$ cat src/rtl/byte_bus_pkg.sv
// Constants, types and named half-states for the byte-wide bus sequencer.
// Assumes one 25 MHz clock; each bus half-state lasts one clock cycle.
package byte_bus_pkg;

  localparam int ADDR_W = 22;          // Byte address width.

  // Transfer sizes requested by the core.
  typedef enum logic [1:0] {
    SZ_BYTE,
    SZ_WORD,
    SZ_LONG
  } xfer_size_t;

  // Kinds of transfer requested by the core.
  typedef enum logic [1:0] {
    OP_READ,
    OP_WRITE,
    OP_ATOMIC
  } xfer_op_t;

  // Space codes driven on the three code outputs.
  localparam logic [2:0] SPACE_USER_DATA = 3'h1;
  localparam logic [2:0] SPACE_USER_PROG = 3'h2;
  localparam logic [2:0] SPACE_SUPV_DATA = 3'h5;
  localparam logic [2:0] SPACE_SUPV_PROG = 3'h6;
  localparam logic [2:0] SPACE_PROC      = 3'h7;

  // Request from the core.
  typedef struct packed {
    xfer_op_t             op;
    xfer_size_t           size;
    logic [2:0]           space;
    logic [ADDR_W-1:0]    addr;
    logic [31:0]          wdata;
  } core_req_t;

  // Answer to the core.
  typedef struct packed {
    logic        fault;
    logic [31:0] rdata;
  } core_rsp_t;

  // Pins toward the far side.
  typedef struct packed {
    logic [ADDR_W-1:0] addr;
    logic              addrOe;
    logic [7:0]        dataOut;
    logic              dataOe;
    logic              addrStrobeN;
    logic              lowByteStrobeN;
    logic              highByteStrobeN;
    logic              readNotWrite;
    logic [2:0]        spaceCode;
  } bus_pins_t;

  // Reset value of the pin bundle: idle, released.
  localparam bus_pins_t PINS_IDLE = '{addr: '0, addrOe: 1'b0, dataOut: 8'h00,
    dataOe: 1'b0, addrStrobeN: 1'b1, lowByteStrobeN: 1'b1,
    highByteStrobeN: 1'b1, readNotWrite: 1'b1, spaceCode: 3'h0};

  // Named half-states in numeric order.
  localparam logic [4:0] ST_LAST_BASIC = 5'h07;
  localparam logic [4:0] ST_FAULT_END  = 5'h09;
  localparam logic [4:0] ST_RMW_WRITE  = 5'h0C;
  localparam logic [4:0] ST_RMW_LAST   = 5'h13;

endpackage

$ cat src/rtl/byte_bus_master.sv
// Byte-wide asynchronous bus cycle sequencer.
// Assumes synchronous inputs; one clock cycle stands for one half-state.
`timescale 1ns/100ps
module byte_bus_master (
  input  wire logic                      clock,
  input  wire logic                      nrst,
  input  wire logic                      widthSelect,       // Low at reset picks byte mode.
  input  wire logic                      reqValid,          // Core requests a transfer.
  input  byte_bus_pkg::core_req_t        req,               // Transfer description.
  output logic                           reqReady,          // Sequencer idle and enabled.
  output logic                           rspValid,          // One-cycle answer pulse.
  output byte_bus_pkg::core_rsp_t        rsp,               // Answer data and fault flag.
  output logic                           byteMode,          // Byte mode selected.
  output logic                           periphHandoff,     // Slow peripheral takes over.
  input  wire logic                      periphDone,        // Peripheral sequence finished.
  input  wire logic [7:0]                dataIn,            // Data bus input.
  input  wire logic                      transfer_ack_n,    // Slave acknowledge.
  input  wire logic                      bus_fault_n,       // Slave bus fault.
  input  wire logic                      slow_periph_sel_n, // Slow peripheral select.
  output byte_bus_pkg::bus_pins_t        pins               // Pins toward the slave.
);

  // Sequencer states.
  typedef enum logic [2:0] {
    ST_RESET,
    ST_IDLE,
    ST_CYCLE,
    ST_PERIPH,
    ST_OFF
  } seq_state_t;

  seq_state_t                seq_ff, nxt_seq;          // Sequencer state.
  logic [4:0]                phase_ff, nxt_phase;      // Numbered half-state.
  logic [1:0]                byteIdx_ff, nxt_byteIdx;  // Byte within word or long.
  logic [1:0]                lastIdx_ff, nxt_lastIdx;  // Final byte index.
  logic                      modeSel_ff, nxt_modeSel;  // Caught width select, inverted.
  byte_bus_pkg::core_req_t   req_ff, nxt_req;          // Held request.
  logic [31:0]               rdata_ff, nxt_rdata;      // Assembled read data.
  logic [7:0]                latch_ff, nxt_latch;      // Byte latched in state six.
  logic                      fault_ff, nxt_fault;      // Fault seen in this cycle.
  logic                      ackSeen_ff, nxt_ackSeen;  // Acknowledge seen.
  logic                      rspValid_ff, nxt_rspValid; // Answer pulse.
  byte_bus_pkg::bus_pins_t   pins_ff, nxt_pins;        // Registered pins.
  logic                      isWrite, isAtomic;        // Decoded kind.
  logic [7:0]                wrByte;                   // Byte being written.

  // Returns the write byte, most significant first.
  function automatic logic [7:0] pick_byte(input logic [31:0] w, input logic [1:0] last,
                                           input logic [1:0] idx);
    logic [1:0] sel;
    sel = last - idx;
    pick_byte = w[sel*8 +: 8];
  endfunction

  assign isWrite  = (req_ff.op == byte_bus_pkg::OP_WRITE);
  assign isAtomic = (req_ff.op == byte_bus_pkg::OP_ATOMIC);
  assign wrByte   = pick_byte(req_ff.wdata, lastIdx_ff, byteIdx_ff);

  // Next-state logic for the whole sequencer.
  always_comb begin
    nxt_seq      = seq_ff;
    nxt_phase    = phase_ff;
    nxt_byteIdx  = byteIdx_ff;
    nxt_lastIdx  = lastIdx_ff;
    nxt_modeSel  = modeSel_ff;
    nxt_req      = req_ff;
    nxt_rdata    = rdata_ff;
    nxt_latch    = latch_ff;
    nxt_fault    = fault_ff;
    nxt_ackSeen  = ackSeen_ff;
    nxt_rspValid = 1'b0;
    nxt_pins     = pins_ff;
    nxt_pins.highByteStrobeN = 1'b1;
    unique case (seq_ff)
      ST_RESET: begin
        // Mode is caught on the first edge after reset release.
        nxt_modeSel = ~widthSelect;
        nxt_seq     = widthSelect ? ST_OFF : ST_IDLE;
      end
      ST_OFF: begin
        // Wide mode: this sequencer stays parked.
        nxt_seq = ST_OFF;
      end
      ST_IDLE: begin
        if (reqValid) begin
          nxt_req = req;
          // Atomic transfers are forced to a single byte.
          if (req.op == byte_bus_pkg::OP_ATOMIC || req.size == byte_bus_pkg::SZ_BYTE) begin
            nxt_lastIdx = 2'h0;
          end else if (req.size == byte_bus_pkg::SZ_WORD) begin
            nxt_lastIdx = 2'h1;
          end else begin
            nxt_lastIdx = 2'h3;
          end
          nxt_byteIdx = 2'h0;
          nxt_rdata   = 32'h0000_0000;
          nxt_fault   = 1'b0;
          nxt_ackSeen = 1'b0;
          nxt_phase   = 5'h00;
          nxt_seq     = ST_CYCLE;
          // State zero: space code and read level.
          nxt_pins.spaceCode    = req.space;
          nxt_pins.readNotWrite = 1'b1;
        end
      end
      ST_PERIPH: begin
        // A separate peripheral sequence owns the bus now.
        if (periphDone) begin
          nxt_pins = byte_bus_pkg::PINS_IDLE;
          nxt_seq  = ST_IDLE;
          nxt_rspValid = 1'b1;
        end
      end
      ST_CYCLE: begin
        nxt_phase = phase_ff + 5'h01;
        case (phase_ff)
          5'h00: begin
            // Entering state one: drive the address plus the byte index.
            nxt_pins.addr   = req_ff.addr + byte_bus_pkg::ADDR_W'(byteIdx_ff);
            nxt_pins.addrOe = 1'b1;
          end
          5'h01: begin
            // Rising edge of state two: strobes.
            nxt_pins.addrStrobeN = 1'b0;
            if (isWrite) begin
              nxt_pins.readNotWrite = 1'b0;
            end else begin
              nxt_pins.lowByteStrobeN = 1'b0;
            end
          end
          5'h02: begin
            // State three: write byte onto the bus.
            if (isWrite) begin
              nxt_pins.dataOut = wrByte;
              nxt_pins.dataOe  = 1'b1;
            end
          end
          5'h03, 5'h0F: begin
            // Rising edge of state four or sixteen: data strobe for writes.
            nxt_pins.lowByteStrobeN = 1'b0;
          end
          5'h04, 5'h10: begin
            // End of state four or sixteen: sample termination inputs.
            if (!slow_periph_sel_n && transfer_ack_n && bus_fault_n) begin
              nxt_seq = ST_PERIPH;
            end else if (!transfer_ack_n) begin
              nxt_ackSeen = 1'b1;
            end else if (!bus_fault_n) begin
              nxt_fault = 1'b1;
            end else begin
              nxt_phase = phase_ff;
            end
          end
          5'h05, 5'h06, 5'h07, 5'h08, 5'h11, 5'h12: begin
            // Fault sampling continues on the edges after state four or sixteen.
            if (!bus_fault_n && !ackSeen_ff) begin
              nxt_fault = 1'b1;
            end
            if (phase_ff == 5'h05 && !isWrite) begin
              nxt_latch = dataIn;
            end
            if (phase_ff == 5'h06 || phase_ff == 5'h12) begin
              // Entering state seven or nineteen.
              if (isAtomic && phase_ff == 5'h06) begin
                nxt_pins.lowByteStrobeN = 1'b1;
                nxt_rdata = {24'h000000, latch_ff};
              end else begin
                nxt_pins.addrStrobeN    = 1'b1;
                nxt_pins.lowByteStrobeN = 1'b1;
                if (!isWrite) begin
                  nxt_rdata = {rdata_ff[23:0], latch_ff};
                end
              end
            end
            if (phase_ff == byte_bus_pkg::ST_LAST_BASIC && isAtomic) begin
              nxt_phase = phase_ff + 5'h01;
            end else if (phase_ff == byte_bus_pkg::ST_LAST_BASIC
                         && fault_ff && !ackSeen_ff) begin
              nxt_phase = phase_ff + 5'h01;
            end else if (phase_ff == byte_bus_pkg::ST_LAST_BASIC
                         || phase_ff == byte_bus_pkg::ST_RMW_LAST) begin
              nxt_phase = 5'h14;
            end else if (phase_ff == 5'h08 && !isAtomic) begin
              nxt_phase = 5'h14;
            end
          end
          5'h09, 5'h0A, 5'h0B, 5'h0C: begin
            // States nine to twelve hold every pin.
            nxt_pins = pins_ff;
          end
          5'h0D: begin
            // Rising edge of state fourteen: write level.
            nxt_pins.readNotWrite = 1'b0;
          end
          5'h0E: begin
            // State fifteen: drive the modified byte.
            nxt_pins.dataOut = latch_ff | 8'h80;
            nxt_pins.dataOe  = 1'b1;
          end
          5'h13: begin
            // End of state nineteen: go on to the end of the byte cycle.
            nxt_phase = 5'h14;
          end
          default: begin
            // End of a byte cycle: float buses, restore read level.
            nxt_pins.addrOe       = 1'b0;
            nxt_pins.dataOe       = 1'b0;
            nxt_pins.readNotWrite = 1'b1;
            nxt_pins.addrStrobeN  = 1'b1;
            nxt_pins.lowByteStrobeN = 1'b1;
            nxt_ackSeen = 1'b0;
            if (fault_ff || byteIdx_ff == lastIdx_ff) begin
              nxt_seq      = ST_IDLE;
              nxt_rspValid = 1'b1;
            end else begin
              nxt_byteIdx = byteIdx_ff + 2'h1;
              nxt_phase   = 5'h00;
            end
          end
        endcase
      end
      default: begin
        nxt_seq = ST_IDLE;
      end
    endcase
  end

  // Registers of the sequencer.
  always_ff @(posedge clock) begin
    if (!nrst) begin
      seq_ff      <= ST_RESET;
      phase_ff    <= 5'h00;
      byteIdx_ff  <= 2'h0;
      lastIdx_ff  <= 2'h0;
      modeSel_ff  <= 1'b0;
      req_ff      <= '0;
      rdata_ff    <= 32'h0000_0000;
      latch_ff    <= 8'h00;
      fault_ff    <= 1'b0;
      ackSeen_ff  <= 1'b0;
      rspValid_ff <= 1'b0;
      pins_ff     <= byte_bus_pkg::PINS_IDLE;
    end else begin
      seq_ff      <= nxt_seq;
      phase_ff    <= nxt_phase;
      byteIdx_ff  <= nxt_byteIdx;
      lastIdx_ff  <= nxt_lastIdx;
      modeSel_ff  <= nxt_modeSel;
      req_ff      <= nxt_req;
      rdata_ff    <= nxt_rdata;
      latch_ff    <= nxt_latch;
      fault_ff    <= nxt_fault;
      ackSeen_ff  <= nxt_ackSeen;
      rspValid_ff <= nxt_rspValid;
      pins_ff     <= nxt_pins;
    end
  end

  // Outputs.
  assign reqReady      = (seq_ff == ST_IDLE);
  assign rspValid      = rspValid_ff;
  assign rsp.fault     = fault_ff;
  assign rsp.rdata     = rdata_ff;
  assign byteMode      = modeSel_ff;
  assign periphHandoff = (seq_ff == ST_PERIPH);
  assign pins          = pins_ff;

endmodule

$ cat config.mk
export PLATFORM = sky130hd
export DESIGN_NAME = byte_bus_master
export DESIGN_NICKNAME = d
export VERILOG_FILES = /design/src/rtl/byte_bus_pkg.sv /design/src/rtl/byte_bus_master.sv
export SDC_FILE = /design/constraint.sdc
export NUM_CORES = 1
export LEC_CHECK = 0
export ABC_AREA = 1
export BUFFER_PORTS_ARGS = -buffer_cell sky130_fd_sc_hd__buf_2
export CAP_MARGIN = 20
export CORE_ASPECT_RATIO = 1.2
export CORE_MARGIN = 5
export CORE_UTILIZATION = 52
export DETAILED_ROUTE_END_ITERATION = 10
export GPL_TIMING_DRIVEN = 0
export PLACE_DENSITY = 0.86
export SYNTH_ARGS = -nofsm -noshare
export SYNTH_HDL_FRONTEND = slang
export SYNTH_SLANG_ARGS = --single-unit
$ cat constraint.sdc
create_clock -name clock -period 3.1 [get_ports clock]
set_input_delay 0 -clock clock [delete_from_list [all_inputs] [get_ports clock]]
set_output_delay 0 -clock clock [all_outputs]
set_load 0.05 [all_outputs]
Word-level counts from Yosys, hierarchy flattened
Cells that the tools add are included.
- register bits: 151
- input port bits: 77
- output and inout port bits: 76
- word-level logic and storage cells: 202
- add/sub/neg operators: 4
- equal/unequal tests: 58
- shifts and indexed selects: 1
- mux-type cells: 62
- bitwise gates (word level): 2
- reduce and logical (&&, ||, !) cells: 53
- operators by type and width (operator ; count):
    2-to-1 mux 32 bit ; 5
    one-hot mux 35 bit (2 select lines) ; 1
    one-hot mux 32 bit (2 select lines) ; 1
    OR reduction 18 bit ; 3
    2-to-1 mux 5 bit ; 9
    == test 5 x 4 -> 1 bit, second input constant ; 8
    2-to-1 mux 39 bit ; 1
    inequality test 3 bit, second input constant ; 12
    indexed part select 32 x 6 -> 8 bit ; 1
    AND reduction 5 bit ; 6
    adder 22 x 2 -> 22 bit ; 1
    2-to-1 mux 22 bit ; 1
    inequality test 2 bit, second input constant ; 11
    OR reduction 11 bit ; 2
    == test 5 x 3 -> 1 bit, second input constant ; 4
    == test 5 bit, second input constant ; 4
    one-hot mux 5 bit (4 select lines) ; 1
    OR reduction 20 bit ; 1
    OR reduction 19 bit ; 1
    one-hot mux 8 bit (2 select lines) ; 1
    AND reduction 4 bit ; 4
    2-to-1 mux 3 bit ; 5
    one-hot mux 3 bit (5 select lines) ; 1
    2-to-1 mux 1 bit ; 14
    41 further kinds ; 82

Logic depth before layout (Yosys ltp)
Gate-level depths: netlist of run 1.
- depth after elaboration: 9
- gate-level depth with buffers: 14
- depth with buffers taken out: 14

Worst setup path after synthesis of run 1
Ideal clock, no wire load.
- kind: register to register
- start: register seq_ff[2]
- end: register pins_ff, in the netlist pins[10]
- setup time: 0.132 ns
- arrival time: 2.003 ns
- data required time: 2.968 ns
- path slack: 0.965 ns
- cell stages (with the launch flop): 11
- path buffers: 0
- period minus slack after synthesis: 2.135 ns
- path through: dfxtp_1 -> inv_2 -> nand2_2 -> nor2_1 -> inv_1 -> nor2_2 -> nor2_1 -> nor2_2 -> o31ai_4 -> nand2_1 -> a21oi_1
- word-level cells in the longest chain between the ends: 3
- elaborated cells between the ends (all ways): 8
- classes of those cells: eq/ne (5); mux (1); reduce/logical (2)
- RTL lines (element ; RTL line ; source):
    start, declared ; byte_bus_master.sv:32 ; seq_state_t seq_ff, nxt_seq;
    start signal, assigned ; byte_bus_master.sv:244 ; seq_ff <= nxt_seq;
    == test 3 x 2 -> 1 bit * ; n/a ;
    net periphHandoff ; byte_bus_master.sv:14 ; output logic periphHandoff,
    inequality test 2 x 1 -> 1 bit (no source line) / nonzero test 2 bit (equally long branches) ; n/a ;
    AND reduction 4 bit (no source line) ; n/a ;
    end signal, assigned ; byte_bus_master.sv:242 ; pins_ff <= byte_bus_pkg::PINS_IDLE;
    end signal, assigned ; byte_bus_master.sv:255 ; pins_ff <= nxt_pins;
    end, declared ; byte_bus_master.sv:43 ; byte_bus_pkg::bus_pins_t pins_ff, nxt_pins;
The timed path passes the listed nets; every way through them passes the cells marked *.
A chain may end at the register's enable or synchronous reset.

Worst setup path in the final report of run 1
- start: register byteIdx_ff[0]
- end: register pins_ff, in the netlist pins[35]
- word-level cells in the longest chain between the ends: 3
- RTL lines (element ; RTL line ; source):
    start, declared ; byte_bus_master.sv:34 ; logic [1:0] byteIdx_ff, nxt_byteIdx;
    start signal, assigned ; byte_bus_master.sv:246 ; byteIdx_ff <= nxt_byteIdx;
    adder 22 x 2 -> 22 bit ; byte_bus_master.sv:119 ; nxt_pins.addr = req_ff.addr + byte_bus_pkg::ADDR_W'(byteIdx_ff);
    2-to-1 mux 22 bit ; byte_bus_master.sv:116 ; case (phase_ff)
    one-hot mux 35 bit (2 select lines) ; byte_bus_master.sv:74 ; unique case (seq_ff)
Every way passes these cells. The select of a mux whose other input is x is not followed.

==> impl_metrics.ini, run 1 <==
[status]
status = finished, final reports clean

[placement]
place_congestion = 0.9335
dp_hpwl_mm = 16.94
io_buffers = 151

[synth]
synthDistinctLibCells = 40
synth.net_count = 1101
synthCells = 1015
ys_seq_area_share_pct = 41.71
avgSynthCellArea_um2 = 7.093
synth-seq-cells = 150
synth_top_area_cell = dfxtp_1
yosysTopAreaCellShare_pct = 41.71
yosysMostFrequentCell = nand2_1
synth_flop_cell = dfxtp_1
synth_edf_count = 0
ys.warnings.count = 0
async_flop_share_pct = 0
syn_area_um2 = 7199
synth_area_leaders = dfxtp_1 42%, nand2_1 9.4%, a21oi_1 8.8%
yosys-top-cells-count = 181 x nand2_1, 150 x dfxtp_1, 127 x a21oi_1, 118 x nor2_1, 93 x inv_1

[grt]
grt_pass1_vias = 8007
grt_antenna_before_repair = 0
track_usage_pct = 29.58
grt_pass1_wl_mm = 39.56
grt_max_degree = 18
overflow = 0

[setup_path]
cp-start-kind = flop
crit_arrival_ps = 2880
path_class = reg2reg
worstPathMaxFanout = 5
setup.worst_path.end_class = flop
required_ps = 3400

[clock_tree]
ctsResizeCount = 0
cts_tree = yes
htreeDepth = 4
cts_inserted_buffers = 17
clockBufferDepth = 2
clock_latency_ps = 430
clk_pin_slew_worst_paths_ps = 70
cts_root_buf = clkbuf_16
cts_setup_buffers = 0
cts.sinks = 150

[drt]
wl_mm = 24.53
first_pass_iters = 7
drc_errors = 0
viasPerCell = 5.575
drt_iter0_drc = 699
wire_per_inst_um = 17.00
vias = 8045
drtAntennaViolNets = 0

[cells_and_area]
syn_to_final_growth_pct = 31.98
nNetsFinal = 1343
fillers = 1092
drive_gt1_share_pct = 20.71
fin_util_pct = 69.35

[power]
combinationalPowerShare_pct = 36.1
p_clk_share_pct = 29.5
power.internal_uw = 4152
power_density_nw_per_um2 = 759.6
total_leakage_power_uw = 0.004257
p_sw_uw = 3065
power_frac_seq_pct = 34.4
swShare_pct = 42.47
ir_drop_mv = 0.6180

[hold_path]
min_path_type = in2reg

[die]
pin_count = 153
fp.dieH_um = 138.9
rows = 47
start_util_pct = 52.54
coreArea_um2 = 13700
die_area_um2 = 16310
die_width_um = 117.4

[timing]
final_max_slew_viol_count = 0
tightest_slew_ps = 696.8
timing.fmax_ghz = 0.3877
fin_crit_ps = 2579
min_period_over_period_pct = 83.21
setup_tns_ps = 0
final-setup-viol-count = 0
hold_viol = 0
rsz0062_at_grt = no
skew_ps = 8.106
slew_headroom_pct = 53.55

[run]
drv_cap = 0
-- repair_timing --
item                                    in CTS  in global routing
endpoints found under the hold margin       73                  0
hold buffers                                72                  0
endpoints found under the setup margin       0                  0
-- cells in the final DEF, fill, tap and decap left out, types with 7 or more instances in the layout --
master,synthesis,final
a21oi_1,127,127
a21oi_2,8,8
buf_2,12,163
buf_4,8,8
clkbuf_1,25,25
clkbuf_16,0,17
dfxtp_1,150,150
dlygate4sd3_1,0,72
ha_1,8,8
inv_1,93,93
inv_2,9,9
nand2_1,181,181
nand2_2,7,7
nand3_1,66,66
nand3_2,8,8
nand4_1,16,16
nor2_1,118,118
nor2_2,8,8
nor3_1,9,9
o211ai_1,19,19
o21ai_0,82,82
o21ai_1,26,26
-- power by group through the flow --
stage | sequential [µW] | combinational, µW | clock [µW]
floorplan | 3040 | 1290 | 0
global placement | 2500 | 2440 | 0
detailed placement | 2510 | 2470 | 0
CTS | 2470 | 2560 | 2130
global route | 2520 | 2830 | 2230
finish | 2480 | 2600 | 2130
-- path summary, 6_finish.rpt --
check                      from  endpoint  slack [ps]  cells after the start
hold / removal      bus_fault_n  fault_ff          30                      4
hold reg to reg        pins[35]  pins[35]         460                      2
setup reg to reg  byteIdx_ff[0]  pins[35]         520                     13
setup / recovery  byteIdx_ff[0]  pins[35]         520                     13
-- area by class of cell --
class	instances	area (µm²)	area share [%]
multi-input combinational	711	3556	37.42
sequential	150	3003	31.60
timing repair buffer	223	1476	15.54
clock buffer	17	425.4	4.477
inverter	103	389.1	4.095
buffer	51	251.5	2.647
tap	171	214.0	2.252
clock inverter	15	181.4	1.909
antenna	2	5.005	0.05267
-- metrics by stage --
step | cell area (µm²) | setup WS [ps] | power, µW | hold slack (ps) | std cells
detailed placement | 8169 | 569.9 | 4981 | 226.1 | 1337
floorplan | 7199 | 964.7 | 4329 | 134.9 | 1015
finish | 9502 | 520.6 | 7217 | 25.49 | 1443
CTS | 9497 | 554.8 | 7161 | 13.74 | 1441
global placement | 8169 | 594.5 | 4945 | 222.1 | 1337
global route | 9497 | 261.1 | 7582 | 51.86 | 1441
-- per-layer routing --
layer | part of all wire (%) | track usage, %
met5 | 0 | 0
met4 | 6.1 | 18.45
met3 | 7.2 | 6.079
met2 | 48 | 49.64
met1 | 39 | 34.30
-- logic make-up (layout without fill, tap and decap cells) --
logic type	Yosys count	in the layout	synth area share [%]
and+or+nand+nor	429	429	26.90
AOI/OAI and AO/OA	270	270	20.53
buffers and inverters	154	409	8.898
DFF	150	150	41.71
adders and majority gates	9	9	1.668
xor gates and xnor gates	2	2	0.2434
other	1	3	0.05209
-- worst max-delay path, stage by stage, from the launching register on --
cell     delay, ps
dfxtp_1        430
ha_1           220
inv_1           60
fa_1           410
inv_1          100
nand3_1        170
nor2_1         160
nand2_1         80
nor2_1         190
nand2_1        110
nor2_1         200
nand4_1        110
nand3_1        120
a21oi_1         70
-- state kept, by name, indices dropped and copies added (netlist names) --
| name | count |
|---|---|
| latch_ff | 8 |
| byteMode | 1 |
| lastIdx_ff | 2 |
| byteIdx_ff | 2 |
| req_ff | 56 |
| ackSeen_ff | 1 |
| seq_ff | 3 |
| rspValid | 1 |
| phase_ff | 5 |
| fault_ff | 1 |
| rdata_ff | 32 |
| pins | 38 |
Note: power is estimated with default switching activity, not from simulation.
==> run 2, diff against run 1 <==
Settings changed: ABC_AREA 1 to 0, CORE_UTILIZATION 52 to 49, PLACE_DENSITY 0.86 to 0.85.
Clock period 3.1 ns to 2.1 ns, I/O delays scaled along.
==> run 2 against run 1 <==
The flow now finishes with violations (setup timing); sequential share of layout area shrank 1.8 points; clock power grew 38%; synthesized cell count down 18%; wire length is 3.7% higher; via count is 3.6% lower; total power up 22%; synthesized area shrank 0.80%; fmax increased by 18%; flip-flop and latch count stayed put; hold slack better by 54 ps; clock-buffer cell count is 4 higher; global-route usage is 1.8 points lower; critical endpoint is now phase_ff[0]; largest power group is now sequential cells; highest routed layer unchanged.
==> impl_metrics.ini, run 2 <==
[status]
status = finished with violations
violations = setup timing

[timing]
hold_ws_ps = 79.13
min_period_over_period_pct = 103.7
final-setup-viol-count = 2
tightest_slew_ps = 639.7
rsz0062_at_grt = yes
final_max_slew_viol_count = 0
timing.fmax_ghz = 0.4591
hold_viol = 0
layout_setup_ws_ps = -77.99
fin_crit_ps = 2178
slew_headroom_pct = 57.35
skew_ps = 7.477

[grt]
track_usage_pct = 27.75
grt_max_degree = 17
grt_pass1_wl_mm = 37.77
grt_antenna_before_repair = 0
overflow = 0
grt_pass1_vias = 7585

[cells_and_area]
fin_util_pct = 70.70
largest_reg_flops = 56
nNetsFinal = 1189
mostFrequentLayoutCell = nand2_1
n_antenna_cell = 0
final_area_um2 = 10150
layout_common_cells = 178 x nand2_1, 154 x buf_2, 143 x dfxtp_1
drive_gt1_share_pct = 28.94
instances_no_fill = 1291
syn_to_final_growth_pct = 42.10
largest_register = req_ff

[drt]
drc_errors = 0
viasPerCell = 6.008
first_pass_iters = 7
drt_iter0_drc = 790
vias = 7756
wire_per_inst_um = 19.70
drtAntennaViolNets = 0
wl_mm = 25.43

[power]
total_leakage_power_uw = 0.004124
power_density_nw_per_um2 = 870.2
ir_drop_mv = 0.7455

[synth]
yosys-top-cells-count = 181 x nand2_1, 150 x dfxtp_1, 52 x a21boi_0, 46 x nor2b_1, 44 x nand3_1
avgSynthCellArea_um2 = 8.574
yosysMostFrequentCell = nand2_1
synth_area_leaders = dfxtp_1 42%, nand2_1 9.5%, a21boi_0 5.5%
yosysTopAreaCellShare_pct = 42.05
synthCells = 833
synth-seq-cells = 150
ys.warnings.count = 0
synth_edf_count = 0
synthDistinctLibCells = 74
syn_area_um2 = 7142
synth_flop_cell = dfxtp_1
async_flop_share_pct = 0
ys_seq_area_share_pct = 42.05
synth_top_area_cell = dfxtp_1
synth.net_count = 919

[clock_tree]
cts_tree = yes
clock_latency_ps = 440
cts_root_buf = clkbuf_16
cts_inserted_buffers = 17
clk_pin_slew_worst_paths_ps = 60
clockBufferDepth = 2
cts.sinks = 150
htreeDepth = 4

[placement]
io_buffers = 151
post-place-cells = 1159
placed_area_um2 = 8157
place_congestion = 0.9603
dp_hpwl_mm = 15.26

[setup_path]
worstPathMaxFanout = 9
path_class = reg2reg
reg2reg_depth = 7
cp-start-kind = flop
r2r_slack_ps = -80
crit_arrival_ps = 2500
required_ps = 2420
r2r-start = phase_ff[3]
setup.worst_path.end_class = flop
r2r_end = phase_ff[0]

[die]
pin_count = 153
coreArea_um2 = 14350
rows = 48
fp.dieH_um = 142.3
die_width_um = 120.2
die_area_um2 = 17100
start_util_pct = 49.76

[hold_path]
min_path_cells = 4
min_path_type = in2reg
worstHoldStart = periphDone
worst_hold_path.endpoint = pins[16]

[run]
drv_cap = 0
-- run 2: cell types whose count changed after synthesis, moves of 22 or more --
| cell | delta |
|---|---|
| nor2b_1 | +46 |
| nor2_1 | -92 |
| o21ai_0 | -70 |
| a21oi_1 | -116 |
| nand3_1 | -22 |
| a22oi_1 | +23 |
| inv_1 | -80 |
| a21boi_0 | +52 |
| a21boi_1 | +36 |
-- run 2: per-stage QoR --
| step | total power [µW] | worst slack (ps) | setup TNS, ps |
|---|---|---|---|
| after global routing | 9124 | -148.3 | -813.1 |
| after detailed placement | 5165 | -587.9 | -30400 |
| after CTS | 8392 | 0.7636 | 0 |
| final | 8832 | -77.99 | -96.18 |
| after global placement | 5131 | -572.0 | -28170 |
| after floorplan | 4600 | -7.247 | -11.92 |
-- run 2: worst max-delay path by stage --
stage	slack (ps)	depth (start not counted)	startpoint	endpoint
after floorplan	-7	9	phase_ff[1]	phase_ff[0]
after global routing	-150	7	phase_ff[3]	phase_ff[0]
after detailed placement	-590	9	phase_ff[0]	rdata_ff[22]
after CTS	0.8	8	byteIdx_ff[0]	pins[37]
after global placement	-570	9	phase_ff[0]	rdata_ff[22]
final	-80	7	phase_ff[3]	phase_ff[0]
-- run 2: cell type report --
cell class,count,area [µm²]
plain buffers,49,316.6
clock buffers,21,460.4
clock inverters,11,98.84
fillers,950,4205
inverters,13,48.80
multi-input cells,614,4207
flip-flops and latches,150,3029
well taps,175,219.0
repair buffers,258,1769
-- run 2: cell families (layout without fill, tap and decap cells) --
family                   Yosys count  count (layout)  synth area share (%)
multiplexers                      21              21                 4.380
other                              1               1               0.05251
AND/OR/NAND/NOR                  367             367                 24.54
adder cells (fa/ha/maj)            9               9                 1.682
buffers and inverters             69             352                 4.187
XOR/XNOR                          24              24                 3.154
flip-flops                       150             150                 42.05
AO/OA/AOI/OAI                    192             192                 19.95
-- run 2: power by group --
part	switching (µW)	leakage (µW)	internal, µW
combinational	1600	0.00264	1060
clock	1250	0.000270	1690
sequential	186	0.00122	3040
-- run 2: routing by layer --
layer / global-route usage (%) / routed length (µm) / vias to the layer above
met4: 16.53 / 1588 / 0
met1: 30.39 / 9176 / 3688
li1: - / - / 3437
met5: 0 / 0 / -
met2: 48.93 / 12840 / 470
met3: 6.481 / 1829 / 161
-- run 2: worst max-delay path: stages (launching register included) --
cell and delay (ps):
dfxtp_4 370, buf_6 130, buf_4 170, nand4b_1 260, a211oi_1 500, o311ai_4 140
and2b_1 190, mux2_1 300
-- run 2: repair_timing --
item                                    4_1_cts  5_1_grt
resized for setup                            64       80
endpoints found under the setup margin      141      133
setup buffers                                14       19
hold buffers                                 74        0
pin swaps                                     8       22
hold endpoints to repair                     76        0
==> run 3, diff against run 2 <==
Settings changed: CORE_ASPECT_RATIO 1.2 to unset.
==> run 3 against run 2 <==
The run still ends with setup timing left; clock power increased by 3%; utilization increased by 0.15 points; hold slack got worse by 41 ps; clock-buffer cell count unchanged; critical path type unchanged; critical endpoint is now seq_ff[1].
==> impl_metrics.ini, run 3 (same netlist as run 2, synthesis figures left out) <==
[status]
violations = setup timing
status = finished with violations

[die]
rows = 44
fp.dieH_um = 130.7
die_area_um2 = 17090
coreArea_um2 = 14420
pin_count = 153
die_width_um = 130.7
start_util_pct = 49.51

[timing]
hold_viol = 0
slew_headroom_pct = 49.71
hold_ws_ps = 38.43
final_max_slew_viol_count = 0
min_period_over_period_pct = 101.7
timing.fmax_ghz = 0.4681
final-setup-viol-count = 2
tightest_slew_ps = 754.3
layout_setup_ws_ps = -36.52
skew_ps = 9.853
fin_crit_ps = 2137
rsz0062_at_grt = yes

[cells_and_area]
nNetsFinal = 1194
largest_reg_flops = 56
layout_common_cells = 180 x nand2_1, 154 x buf_2, 142 x dfxtp_1
n_antenna_cell = 0
final_area_um2 = 10220
drive_gt1_share_pct = 28.84
fillers = 987
mostFrequentLayoutCell = nand2_1
syn_to_final_growth_pct = 43.10
largest_register = req_ff

[drt]
drtAntennaViolNets = 0
drc_errors = 0
wl_mm = 25.33
vias = 7657
wire_per_inst_um = 19.42
viasPerCell = 5.872
first_pass_iters = 5
drt_iter0_drc = 885

[setup_path]
cp_slowest_stage_delay_ps = 480
r2r_end = seq_ff[1]
setup.worst_path.end_class = flop
crit_family = compound AO/OA/AOI/OAI gates
worstPathMaxFanout = 9
path_cells = ha_2, a21oi_2, buf_4, o22ai_1, nand4_1, o21ai_0, a31oi_1
reg2reg_depth = 7
cp.depth = 7
cp-start-kind = flop
path_buf_inv = 1
slowest_stage = ha_2
crit_arrival_ps = 2450
r2r-start = byteIdx_ff[0]
path_class = reg2reg
r2r_slack_ps = -40
required_ps = 2410

[hold_path]
worst_hold_path.endpoint = phase_ff[3]
worstHoldStart = slow_periph_sel_n
min_path_type = in2reg
min_path_cells = 4

[placement]
placed_area_um2 = 8168
io_buffers = 151
place_congestion = 0.9011
dp_hpwl_mm = 15.28

[clock_tree]
cts_inserted_buffers = 17
cts_tree = yes
clockBufferDepth = 2
cts_root_buf = clkbuf_16
clock_latency_ps = 440
htreeDepth = 4
cts.sinks = 150
clk_pin_slew_worst_paths_ps = 60

[grt]
grt_pass1_vias = 7434
grt_pass1_wl_mm = 37.25
overflow = 0
grt_antenna_before_repair = 0
grt_max_degree = 17
track_usage_pct = 28.05

[power]
total_power_uw = 8890
total_leakage_power_uw = 0.004152
power_density_nw_per_um2 = 869.9
ir_drop_mv = 0.6435

[run]
drv_cap = 0
[run 3: cell count changes in the layout (fill, tap and decap cells not counted), sizes merged]
cell and delta:
buf +4, bufinv +2, clkbuf +1, clkinv +1, clkinvlp -2, inv -2
[run 3: report_power, final]
part           switching (µW)  internal [µW]  leakage [µW]
sequential                174           3040       0.00122
clock                    1170           1850      0.000280
combinational            1580           1070       0.00266
total                    2930           5960       0.00415
[run 3: repair_timing]
action | 4_1_cts | 5_1_grt
hold buffers | 74 | 0
setup endpoints to repair | 140 | 118
pin swaps | 17 | 27
setup buffers | 18 | 19
gates resized for setup | 68 | 75
hold endpoints to repair | 76 | 0
[run 3: area by class of cell]
class	instances	area, µm²	share of cell area (%)
clock inverters	10	131.4	1.286
well taps	184	230.2	2.253
clock buffers	21	440.4	4.309
flip-flops and latches	150	3025	29.60
repair buffers	262	1807	17.68
plain buffers	50	349.1	3.416
multi-input cells	614	4188	40.98
inverters	13	48.80	0.4775
[run 3: worst max path at each step]
stage | startpoint | endpoint | slack, ps
3_5_place_dp | phase_ff[0] | rdata_ff[20] | -510
6_report | byteIdx_ff[0] | seq_ff[1] | -40
5_1_grt | seq_ff[0] | pins[26] | -80
3_3_place_gp | phase_ff[0] | rdata_ff[20] | -520
4_1_cts | phase_ff[1] | phase_ff[0] | 0.3
2_1_floorplan | phase_ff[1] | phase_ff[0] | -7
[run 3: layer usage]
layer / vias up / track usage [%] / wire length [µm]
met2: 479 / 48.06 / 12520
met3: 129 / 7.683 / 2217
met5: - / 0 / 0
li1: 3450 / - / -
met4: 0 / 12.46 / 1107
met1: 3599 / 32.83 / 9488
[run 3: through the flow]
step	utilization [%]	setup TNS [ps]	setup WS (ps)	std cells
6_report	70.85	-47.17	-36.52	1304
5_1_grt	70.85	-575.8	-77.53	1304
4_1_cts	68.27	0	0.2505	1287
3_5_place_dp	56.63	-29830	-513.2	1168
3_3_place_gp	56.63	-27880	-515.5	1168
2_1_floorplan	-	-11.92	-7.247	833
[run 3: worst reg2reg max path, cell delays in order (launching register included)]
cell and delay [ps]:
dfxtp_4 370, ha_2 480, a21oi_2 120, buf_4 160, o22ai_1 210, nand4_1 240, o21ai_0 290, a31oi_1 120
